### src/rtl/led_boost_pkg.sv
// constants and carrier types for the led boost protection sequencer
package led_boost_pkg;
    localparam int CLK_HZ = 20_000_000;
    localparam int SWITCH_HZ = 1_200_000;
    // switching oscillator divider: 20 MHz / 1.2 MHz, rounded down to keep the rate at or above
    localparam int SWITCH_DIV = CLK_HZ / SWITCH_HZ;
    localparam int REF_STEPS = 32;
    localparam int STEP_TIME_US = 213;
    // clock taken in kHz so the products stay inside a 32-bit int
    localparam int STEP_CYC = (STEP_TIME_US * (CLK_HZ / 1000) + 999) / 1000;
    localparam int HALF_LIM_TIME_US = 5000;
    localparam int HALF_LIM_CYC = (HALF_LIM_TIME_US * (CLK_HZ / 1000) + 999) / 1000;
    localparam int OFF_TIME_US = 2500;
    localparam int OFF_CYC = (OFF_TIME_US * (CLK_HZ / 1000) + 999) / 1000;
    localparam int OVP_CYCLES = 8;
    localparam int REF_W = 6;

    typedef enum logic [1:0] {
        ST_OFF,
        ST_RUN,
        ST_LATCHED
    } seq_state_e;

    // analog indications; the open-led pair is sampled per switching cycle, the supply faults every clock
    typedef struct packed {
        logic switchNodeOver;
        logic feedbackLow;
        logic underVoltage;
        logic overTemp;
    } fault_in_s;
endpackage

### src/rtl/led_boost_protection_sequencer.sv
// soft start, protection and shutdown sequencing for a boost led driver
`timescale 1ns/1ns
module led_boost_protection_sequencer
    import led_boost_pkg::*;
#(
    parameter int HalfLimCycles = HALF_LIM_CYC,
    parameter int OffCycles = OFF_CYC
) (
    // clock and reset
    input wire logic core_clk,
    input wire logic reset,
    // control pin from host
    input wire logic ctrlPin,
    // analog indications
    input wire fault_in_s faults,
    input wire logic compTrip,
    // outputs to the power stage and status outputs
    output logic switchGate_reg,
    output logic halfLimit_reg,
    output logic [REF_W-1:0] refLevel_reg,
    output logic running_reg,
    output logic openLedLatched_reg
);
    logic [7:0] divCnt_reg;
    logic oscTick;
    logic ctrlPrev_reg;
    logic [$clog2(OffCycles+1)-1:0] lowCnt_reg;
    logic [$clog2(STEP_CYC+1)-1:0] stepCnt_reg;
    logic [$clog2(HalfLimCycles+1)-1:0] halfCnt_reg;
    logic [3:0] ovpCnt_reg;
    logic ovpTrip;
    logic supplyBad;
    logic ctrlOff;
    seq_state_e state_reg;

    assign oscTick = (divCnt_reg == 8'(SWITCH_DIV - 1));
    assign supplyBad = faults.underVoltage | faults.overTemp;
    assign ctrlOff = (lowCnt_reg == ($bits(lowCnt_reg))'(OffCycles));
    assign ovpTrip = oscTick && faults.switchNodeOver && faults.feedbackLow
        && (ovpCnt_reg == 4'(OVP_CYCLES - 1));

    // switching oscillator divider; free running keeps the cycle grid fixed
    always_ff @(posedge core_clk) begin
        if (reset || divCnt_reg == 8'(SWITCH_DIV - 1)) begin
            divCnt_reg <= 8'h00;
        end else begin
            divCnt_reg <= divCnt_reg + 8'h01;
        end
    end

    // control pin low-time measurement
    always_ff @(posedge core_clk) begin
        if (reset) begin
            ctrlPrev_reg <= 1'b0;
            lowCnt_reg <= '0;
        end else begin
            ctrlPrev_reg <= ctrlPin;
            if (ctrlPin) begin
                lowCnt_reg <= '0;
            end else if (!ctrlOff) begin
                lowCnt_reg <= lowCnt_reg + 1'b1;
            end
        end
    end

    // open-led qualifier, counted once per switching cycle
    always_ff @(posedge core_clk) begin
        if (reset || state_reg != ST_RUN) begin
            ovpCnt_reg <= 4'h0;
        end else if (oscTick) begin
            if (faults.switchNodeOver && faults.feedbackLow) begin
                ovpCnt_reg <= ovpCnt_reg + 4'h1;
            end else begin
                ovpCnt_reg <= 4'h0;
            end
        end
    end

    // top-level sequencing
    always_ff @(posedge core_clk) begin
        if (reset) begin
            state_reg <= ST_OFF;
        end else begin
            unique case (state_reg)
                ST_OFF: begin
                    // level high enables; a supply fault holds off until it clears
                    if (ctrlPin && !ctrlOff && !supplyBad) begin
                        state_reg <= ST_RUN;
                    end
                end
                ST_RUN: begin
                    if (ctrlOff || supplyBad) begin
                        state_reg <= ST_OFF;
                    end else if (ovpTrip) begin
                        state_reg <= ST_LATCHED;
                    end
                end
                ST_LATCHED: begin
                    // only a high-then-low toggle (falling edge) of the pin releases the latch
                    if (!ctrlPin && ctrlPrev_reg) begin
                        state_reg <= ST_OFF;
                    end
                end
                default: begin
                    state_reg <= ST_OFF;
                end
            endcase
        end
    end

    // soft-start reference ramp and half-limit timer
    always_ff @(posedge core_clk) begin
        if (reset || state_reg != ST_RUN) begin
            stepCnt_reg <= '0;
            refLevel_reg <= '0;
            halfCnt_reg <= '0;
            halfLimit_reg <= 1'b1;
        end else begin
            if (refLevel_reg != (REF_W)'(REF_STEPS)) begin
                if (stepCnt_reg == ($bits(stepCnt_reg))'(STEP_CYC - 1)) begin
                    stepCnt_reg <= '0;
                    refLevel_reg <= refLevel_reg + 1'b1;
                end else begin
                    stepCnt_reg <= stepCnt_reg + 1'b1;
                end
            end
            if (halfCnt_reg == ($bits(halfCnt_reg))'(HalfLimCycles - 1)) begin
                halfLimit_reg <= 1'b0;
            end else begin
                halfCnt_reg <= halfCnt_reg + 1'b1;
            end
        end
    end

    // gate drive: set on oscillator tick, cleared by comparator; forced low when not running
    always_ff @(posedge core_clk) begin
        if (reset || state_reg != ST_RUN || ctrlOff || supplyBad || ovpTrip) begin
            switchGate_reg <= 1'b0;
        end else if (oscTick) begin
            switchGate_reg <= 1'b1;
        end else if (compTrip) begin
            switchGate_reg <= 1'b0;
        end
    end

    // status outputs
    always_ff @(posedge core_clk) begin
        if (reset) begin
            running_reg <= 1'b0;
            openLedLatched_reg <= 1'b0;
        end else begin
            running_reg <= (state_reg == ST_RUN);
            openLedLatched_reg <= (state_reg == ST_LATCHED);
        end
    end

    a_gate_off_down: assert property (@(posedge core_clk) disable iff (reset)
        (state_reg != ST_RUN) |=> !switchGate_reg)
        else $error("switch active while shut down");

    a_latch_holds: assert property (@(posedge core_clk) disable iff (reset)
        (state_reg == ST_LATCHED && ctrlPin) |=> state_reg == ST_LATCHED)
        else $error("open-led latch released without pin toggle");

    a_ovp_trip: assert property (@(posedge core_clk) disable iff (reset)
        ovpTrip && state_reg == ST_RUN && !ctrlOff && !supplyBad
        |=> state_reg == ST_LATCHED)
        else $error("open-led fault not latched");

    a_ovp_count: assert property (@(posedge core_clk) disable iff (reset)
        (state_reg == ST_RUN) |-> ovpCnt_reg < 4'(OVP_CYCLES))
        else $error("open-led counter overran");

    a_supply_off: assert property (@(posedge core_clk) disable iff (reset)
        (state_reg == ST_RUN && supplyBad) |=> state_reg == ST_OFF ##1 !switchGate_reg)
        else $error("supply fault did not shut down");

    a_temp_resume: assert property (@(posedge core_clk) disable iff (reset)
        (state_reg == ST_OFF && ctrlPin && !ctrlOff && !faults.overTemp && !faults.underVoltage)
        |=> state_reg == ST_RUN)
        else $error("no automatic resume");

    a_ctrl_shutdown: assert property (@(posedge core_clk) disable iff (reset)
        ctrlOff |=> state_reg != ST_RUN)
        else $error("long low on control pin ignored");

    a_ref_reset: assert property (@(posedge core_clk) disable iff (reset)
        (state_reg != ST_RUN) |=> refLevel_reg == '0 && halfLimit_reg)
        else $error("start-up state not cleared in shutdown");

    a_ref_step: assert property (@(posedge core_clk) disable iff (reset)
        $changed(refLevel_reg) && state_reg == ST_RUN && $past(state_reg) == ST_RUN
        |-> refLevel_reg == $past(refLevel_reg) + 1'b1)
        else $error("reference moved by more than one step");

    a_ref_ceiling: assert property (@(posedge core_clk) disable iff (reset)
        refLevel_reg <= (REF_W)'(REF_STEPS))
        else $error("reference beyond target");

    a_half_lim: assert property (@(posedge core_clk) disable iff (reset)
        $fell(halfLimit_reg) |-> halfCnt_reg == ($bits(halfCnt_reg))'(HalfLimCycles - 1))
        else $error("half limit released early");

    a_gate_tick: assert property (@(posedge core_clk) disable iff (reset)
        $rose(switchGate_reg) |-> $past(oscTick))
        else $error("switch turned on off the oscillator grid");

    a_comp_end: assert property (@(posedge core_clk) disable iff (reset)
        switchGate_reg && compTrip && !oscTick |=> !switchGate_reg)
        else $error("comparator trip did not end the on-time");

    a_start_clear: assert property (@(posedge core_clk) disable iff (reset)
        (state_reg != ST_RUN) |=> halfCnt_reg == '0 && stepCnt_reg == '0)
        else $error("start-up counters not cleared in shutdown");
endmodule
### config.mk
export PLATFORM = sky130hd
export DESIGN_NAME = led_boost_protection_sequencer
export DESIGN_NICKNAME = d
export VERILOG_FILES = /design/src/rtl/led_boost_pkg.sv /design/src/rtl/led_boost_protection_sequencer.sv
export SDC_FILE = /design/constraint.sdc
export NUM_CORES = 1
export LEC_CHECK = 0
export BUFFER_PORTS_ARGS = -buffer_cell sky130_fd_sc_hd__buf_2
export CORE_MARGIN = 5
export CORE_UTILIZATION = 40
export CTS_CLUSTER_DIAMETER = 200
export DETAILED_ROUTE_END_ITERATION = 10
export GPL_ROUTABILITY_DRIVEN = 0
export HOLD_SLACK_MARGIN = 0.15
export MAX_ROUTING_LAYER = met4
export PLACE_DENSITY = 0.59
export SYNTH_ARGS = -nofsm -noshare
export SYNTH_HDL_FRONTEND = slang
export SYNTH_SLANG_ARGS = --single-unit
### constraint.sdc
create_clock -name core_clk -period 4.6 [get_ports core_clk]
set_clock_uncertainty 0.1 [all_clocks]
set_input_delay 0.69 -clock core_clk [delete_from_list [all_inputs] [get_ports core_clk]]
set_output_delay 0.69 -clock core_clk [all_outputs]
set_load 0.05 [all_outputs]
Word level (Yosys, flattened, before mapping)
Cells that the tools add are included.
{"block": "word_totals", "inputBits": 8, "ff_bits": 71, "elab_cells": 61, "output_inout_bits": 10}
{"block": "classes", "n_mux": 9, "eq_ne": 12, "addsub": 6, "reduce_logical": 21, "bitwise_logic": 1}
{"operator": "adder 17 x 1 -> 17 bit (second input constant)", "n": 1}
{"operator": "equality test 17 bit (second input constant)", "n": 1}
{"operator": "adder 16 x 1 -> 16 bit (second input constant)", "n": 1}
{"operator": "equality test 16 bit (second input constant)", "n": 1}
{"operator": "adder 13 x 1 -> 13 bit (second input constant)", "n": 1}
{"operator": "equality test 13 bit (second input constant)", "n": 1}
{"operator": "2-to-1 mux 13 bit", "n": 1}
{"operator": "adder 8 x 1 -> 8 bit (second input constant)", "n": 1}
{"operator": "equality test 8 x 4 -> 1 bit (second input constant)", "n": 1}
{"operator": "2-to-1 mux 2 bit", "n": 4}
{"operator": "logical AND 1 bit", "n": 7}
{"operator": "adder 6 x 1 -> 6 bit (second input constant)", "n": 1}
{"operator": "logical OR 1 bit", "n": 6}
{"operator": "!= test 6 bit (second input constant)", "n": 1}
{"operator": "case mux 2 bit (3 select lines)", "n": 1}
{"operator": "adder 4 x 1 -> 4 bit (second input constant)", "n": 1}
{"operator": "equality test 4 x 3 -> 1 bit (second input constant)", "n": 1}
{"operator": "2-to-1 mux 4 bit", "n": 1}
{"operator": "!= test 2 bit (second input constant)", "n": 2}
{"operator": "zero test 1 bit", "n": 3}
{"operator": "!= test 3 bit (second input constant)", "n": 1}
{"operator": "AND reduction 3 bit", "n": 1}
{"operator": "equality test 2 x 1 -> 1 bit (second input constant)", "n": 1}
{"operator": "equality test 2 bit (second input constant)", "n": 1}
{"operator": "other kinds (7)", "n": 8}

Logic depth before layout (Yosys ltp)
{"block": "logic_depth", "depth_word": 7, "mapped_depth": 7, "mapped_depth_nobuf": 6}

Worst setup path after synthesis
OpenSTA, ideal clock, no wires.
{"block": "synth_timing", "kind": "flip-flop to flip-flop", "from": "register refLevel_reg[0]", "to": "register stepCnt_reg[12]", "path_buffers": 0, "arrival_ns": 1.978, "setup_slack_ns": 2.396, "setup_ns": 0.126, "synth_period_minus_slack_ns": 2.204, "stages_incl_launch_ff": 7, "t_required_ns": 4.374, "cell_sequence": "dfxtp_1 inv_1 ha_1 nor4b_2 a211oi_1 a41o_1 a21oi_1"}
{"block": "synth_between", "elab_chain_len": 1}
{"element": "start, declared", "line_no": "led_boost_protection_sequencer.sv:20", "source": "output logic [REF_W-1:0] refLevel_reg,"}
{"element": "start signal, assigned", "line_no": "led_boost_protection_sequencer.sv:122", "source": "refLevel_reg <= refLevel_reg + 1'b1;"}
{"element": "!= test 6 bit", "line_no": "led_boost_protection_sequencer.sv:119", "source": "if (refLevel_reg != (REF_W)'(REF_STEPS)) begin"}
{"element": "end signal, assigned", "line_no": "led_boost_protection_sequencer.sv:124", "source": "stepCnt_reg <= stepCnt_reg + 1'b1;"}
{"element": "end, declared", "line_no": "led_boost_protection_sequencer.sv:28", "source": "logic [$clog2(STEP_CYC+1)-1:0] stepCnt_reg;"}
No other way between the ends.
A chain may end at the register's enable or synchronous reset.

Final worst setup path
{"block": "layout_timing", "from": "register stepCnt_reg[2]", "to": "register stepCnt_reg[8]"}
{"block": "layout_between", "elab_chain_len": 2, "word_cells_on_any_way": 3, "classes_between": "1 x add/sub; 1 x eq/ne; 1 x mux"}
{"element": "adder 13 x 1 -> 13 bit or equality test 13 bit (tied branches)", "line_no": "led_boost_protection_sequencer.sv:124, led_boost_protection_sequencer.sv:120"}
{"element": "2-to-1 mux 13 bit *", "line_no": "led_boost_protection_sequencer.sv:120", "source": "if (stepCnt_reg == ($bits(stepCnt_reg))'(STEP_CYC - 1)) begin"}
Mark *: on every way between the ends. The rest lies on a longest branch, timed or not.

==> impl_metrics.ini <==
[grt]
grt-ovfl-total = 0
antenna_found_initial = 0
use_met2 = 0.204
grtUsageTotal = 0.131
grt_pass1_vias = 2381
met3_usage = 0.0415
grt_start_max_net_pins = 27
grt.busiest_layer = met2
grt_pass1_wl_mm = 10.5
grt_util_met1 = 0.161

[synthesis]
yosysTopAreaCellShare = 0.434
synthArstFlopShare = 0
synthTopCellsByCount = 71 x dfxtp_1, 42 x nor2_1, 25 x a21oi_1
synth_largest_area_cell = dfxtp_1
synth.most_common_cell = dfxtp_1
synthCells = 377
avgSynthCellArea_um2 = 8.68
syn-num-nets = 393
ys.flop_type = dfxtp_1
yosysWarnings = 0
synth_top_cells_by_area = dfxtp_1 43%, xnor2_1 5.6%, nor2_1 4.8%
synth_cell_type_count = 47
syn-cell-area_um2 = 3270
ys_seq_elements = 71
synth-edff-count = 0
yosysSeqAreaShare = 0.434

[clocking]
path_clk_slew_ns = 0.07
ctsRootBufferMaster = clkbuf_8
clock_sinks = 71
cts_setup_buffers = 0
htreeDepth = 3
clk_path_buf_depth = 2
postCtsHoldBufs = 0
cts_tree = done
cts_buffers = 9
ctsResizeCount = 0
insertion_delay_ns = 0.34

[route]
drc = 0
first_pass_iters = 4
drtAntennaViolNets = 0
drt_iter0_markers = 95
routed_via_density = 5.28
wl_mm = 6.05
wl_per_cell_um = 12.1
num_vias = 2652

[power]
peakVddDrop_mv = 0.155
p_total_mw = 1.09
cellLeakagePower_nw = 1.16
powerDensity_nw_per_um2 = 301

[die]
ios = 18
initial_core_util = 0.404
die_area_um2 = 10100
coreArea_um2 = 8090
die_width_um = 100
rows = 33
die_h_um = 100

[critical_path]
worstSetupEndpointType = register
cp_max_fo = 13
required_ns = 4.69
r2r_slack_ns = 2.00
critPathLaunchType = register
worst_ep_arrival_time_ns = 2.69
critical_path_class = register to register

[worst_hold_path]
hp-class = register to register

[layout]
drive_gt1_frac = 0.0907
largest_reg_flops = 17
layout.cells.non_filler = 502
syn_to_final_growth_pct = 10.7
fin_util = 0.448
antenna_cells = 0
fin_nets = 409

[flow_run]
cap_viol_max_count = 0

[sta]
rsz0062_at_grt = false
setup_viol = 0
fmax_ghz = 0.385
fin_crit_sh = 0.565
fin_crit_ns = 2.60
setup_slack_ns = 2.00
finalSetupTns_ns = 0
max_slew_margin = 0.390
tightest_slew_ns = 0.909
finalHoldViolations = 0
slew_violations = 0

[placement]
place_hpwl_mm = 4.18
dp_slack_ns = 2.06
io_buffer_count = 17
dpl.cell_count = 487

[outcome]
outcome = completed
power breakdown:
part / leakage [nW] / internal, mW / switching, mW / total, mW
combinational: 0.502 / 0.00884 / 0.0132 / 0.0220
sequential: 0.573 / 0.619 / 0.00355 / 0.622
clock: 0.0898 / 0.238 / 0.208 / 0.447
worst paths after layout:
path | startpoint | end | depth (start not counted)
worst min-delay path | divCnt_reg[0] | divCnt_reg[0] | 1
worst max-delay path | stepCnt_reg[2] | stepCnt_reg[8] | 4
worst min register to register | divCnt_reg[0] | divCnt_reg[0] | 1
worst max register to register | stepCnt_reg[2] | stepCnt_reg[8] | 4
critical path, cell delays in order, from the launching register on:
cell	delay, ns
dfxtp_1	0.36
or4_1	0.54
or4_1	0.56
o21ai_1	0.77
nor2_1	0.13
routing by layer:
layer,wire [um],vias up
met5,0,-
met4,82,0
met3,203,10
met2,2770,30
met1,3000,1231
li1,-,1381
cell usage in the layout (no fill, tap or decap), drive strengths merged, types with 6 or more instances in the layout:
cell type	count
nand4	14
or3	12
nor2	42
or4	8
nor4	7
dfxtp	71
xnor2	21
o21ai	18
xor2	12
buf	18
nand2	21
inv	16
ha	8
nand2b	6
a21oi	25
clkbuf	15
nand3	24
final cells by class:
type	count	area, um^2
Fill cell	835	4470
Multi-Input combinational cell	277	1740
Sequential cell	71	1420
Clock buffer	15	176
Tap cell	105	131
Timing Repair Buffer	18	92.6
Inverter	16	60.1
per-stage QoR:
| step | cell area, um^2 | hold slack (ns) |
|---|---|---|
| after CTS | 3620 | 0.348 |
| final | 3620 | 0.339 |
| after global placement | 3450 | 0.325 |
| after global routing | 3620 | 0.368 |
| after detailed placement | 3450 | 0.339 |
| after floorplan | 3270 | 0.313 |
logic make-up (layout without fill, tap and decap cells):
family | count (synthesis) | in the layout | synth area share
AND/OR/NAND/NOR | 171 | 171 | 0.288
adder cells (fa/ha/maj) | 8 | 8 | 0.0306
buffers and inverters | 29 | 49 | 0.0340
XOR/XNOR | 33 | 33 | 0.0883
AO/OA/AOI/OAI | 60 | 60 | 0.109
multiplexers | 5 | 5 | 0.0153
flip-flops | 71 | 71 | 0.434
Power figures use the tool's default switching activity.
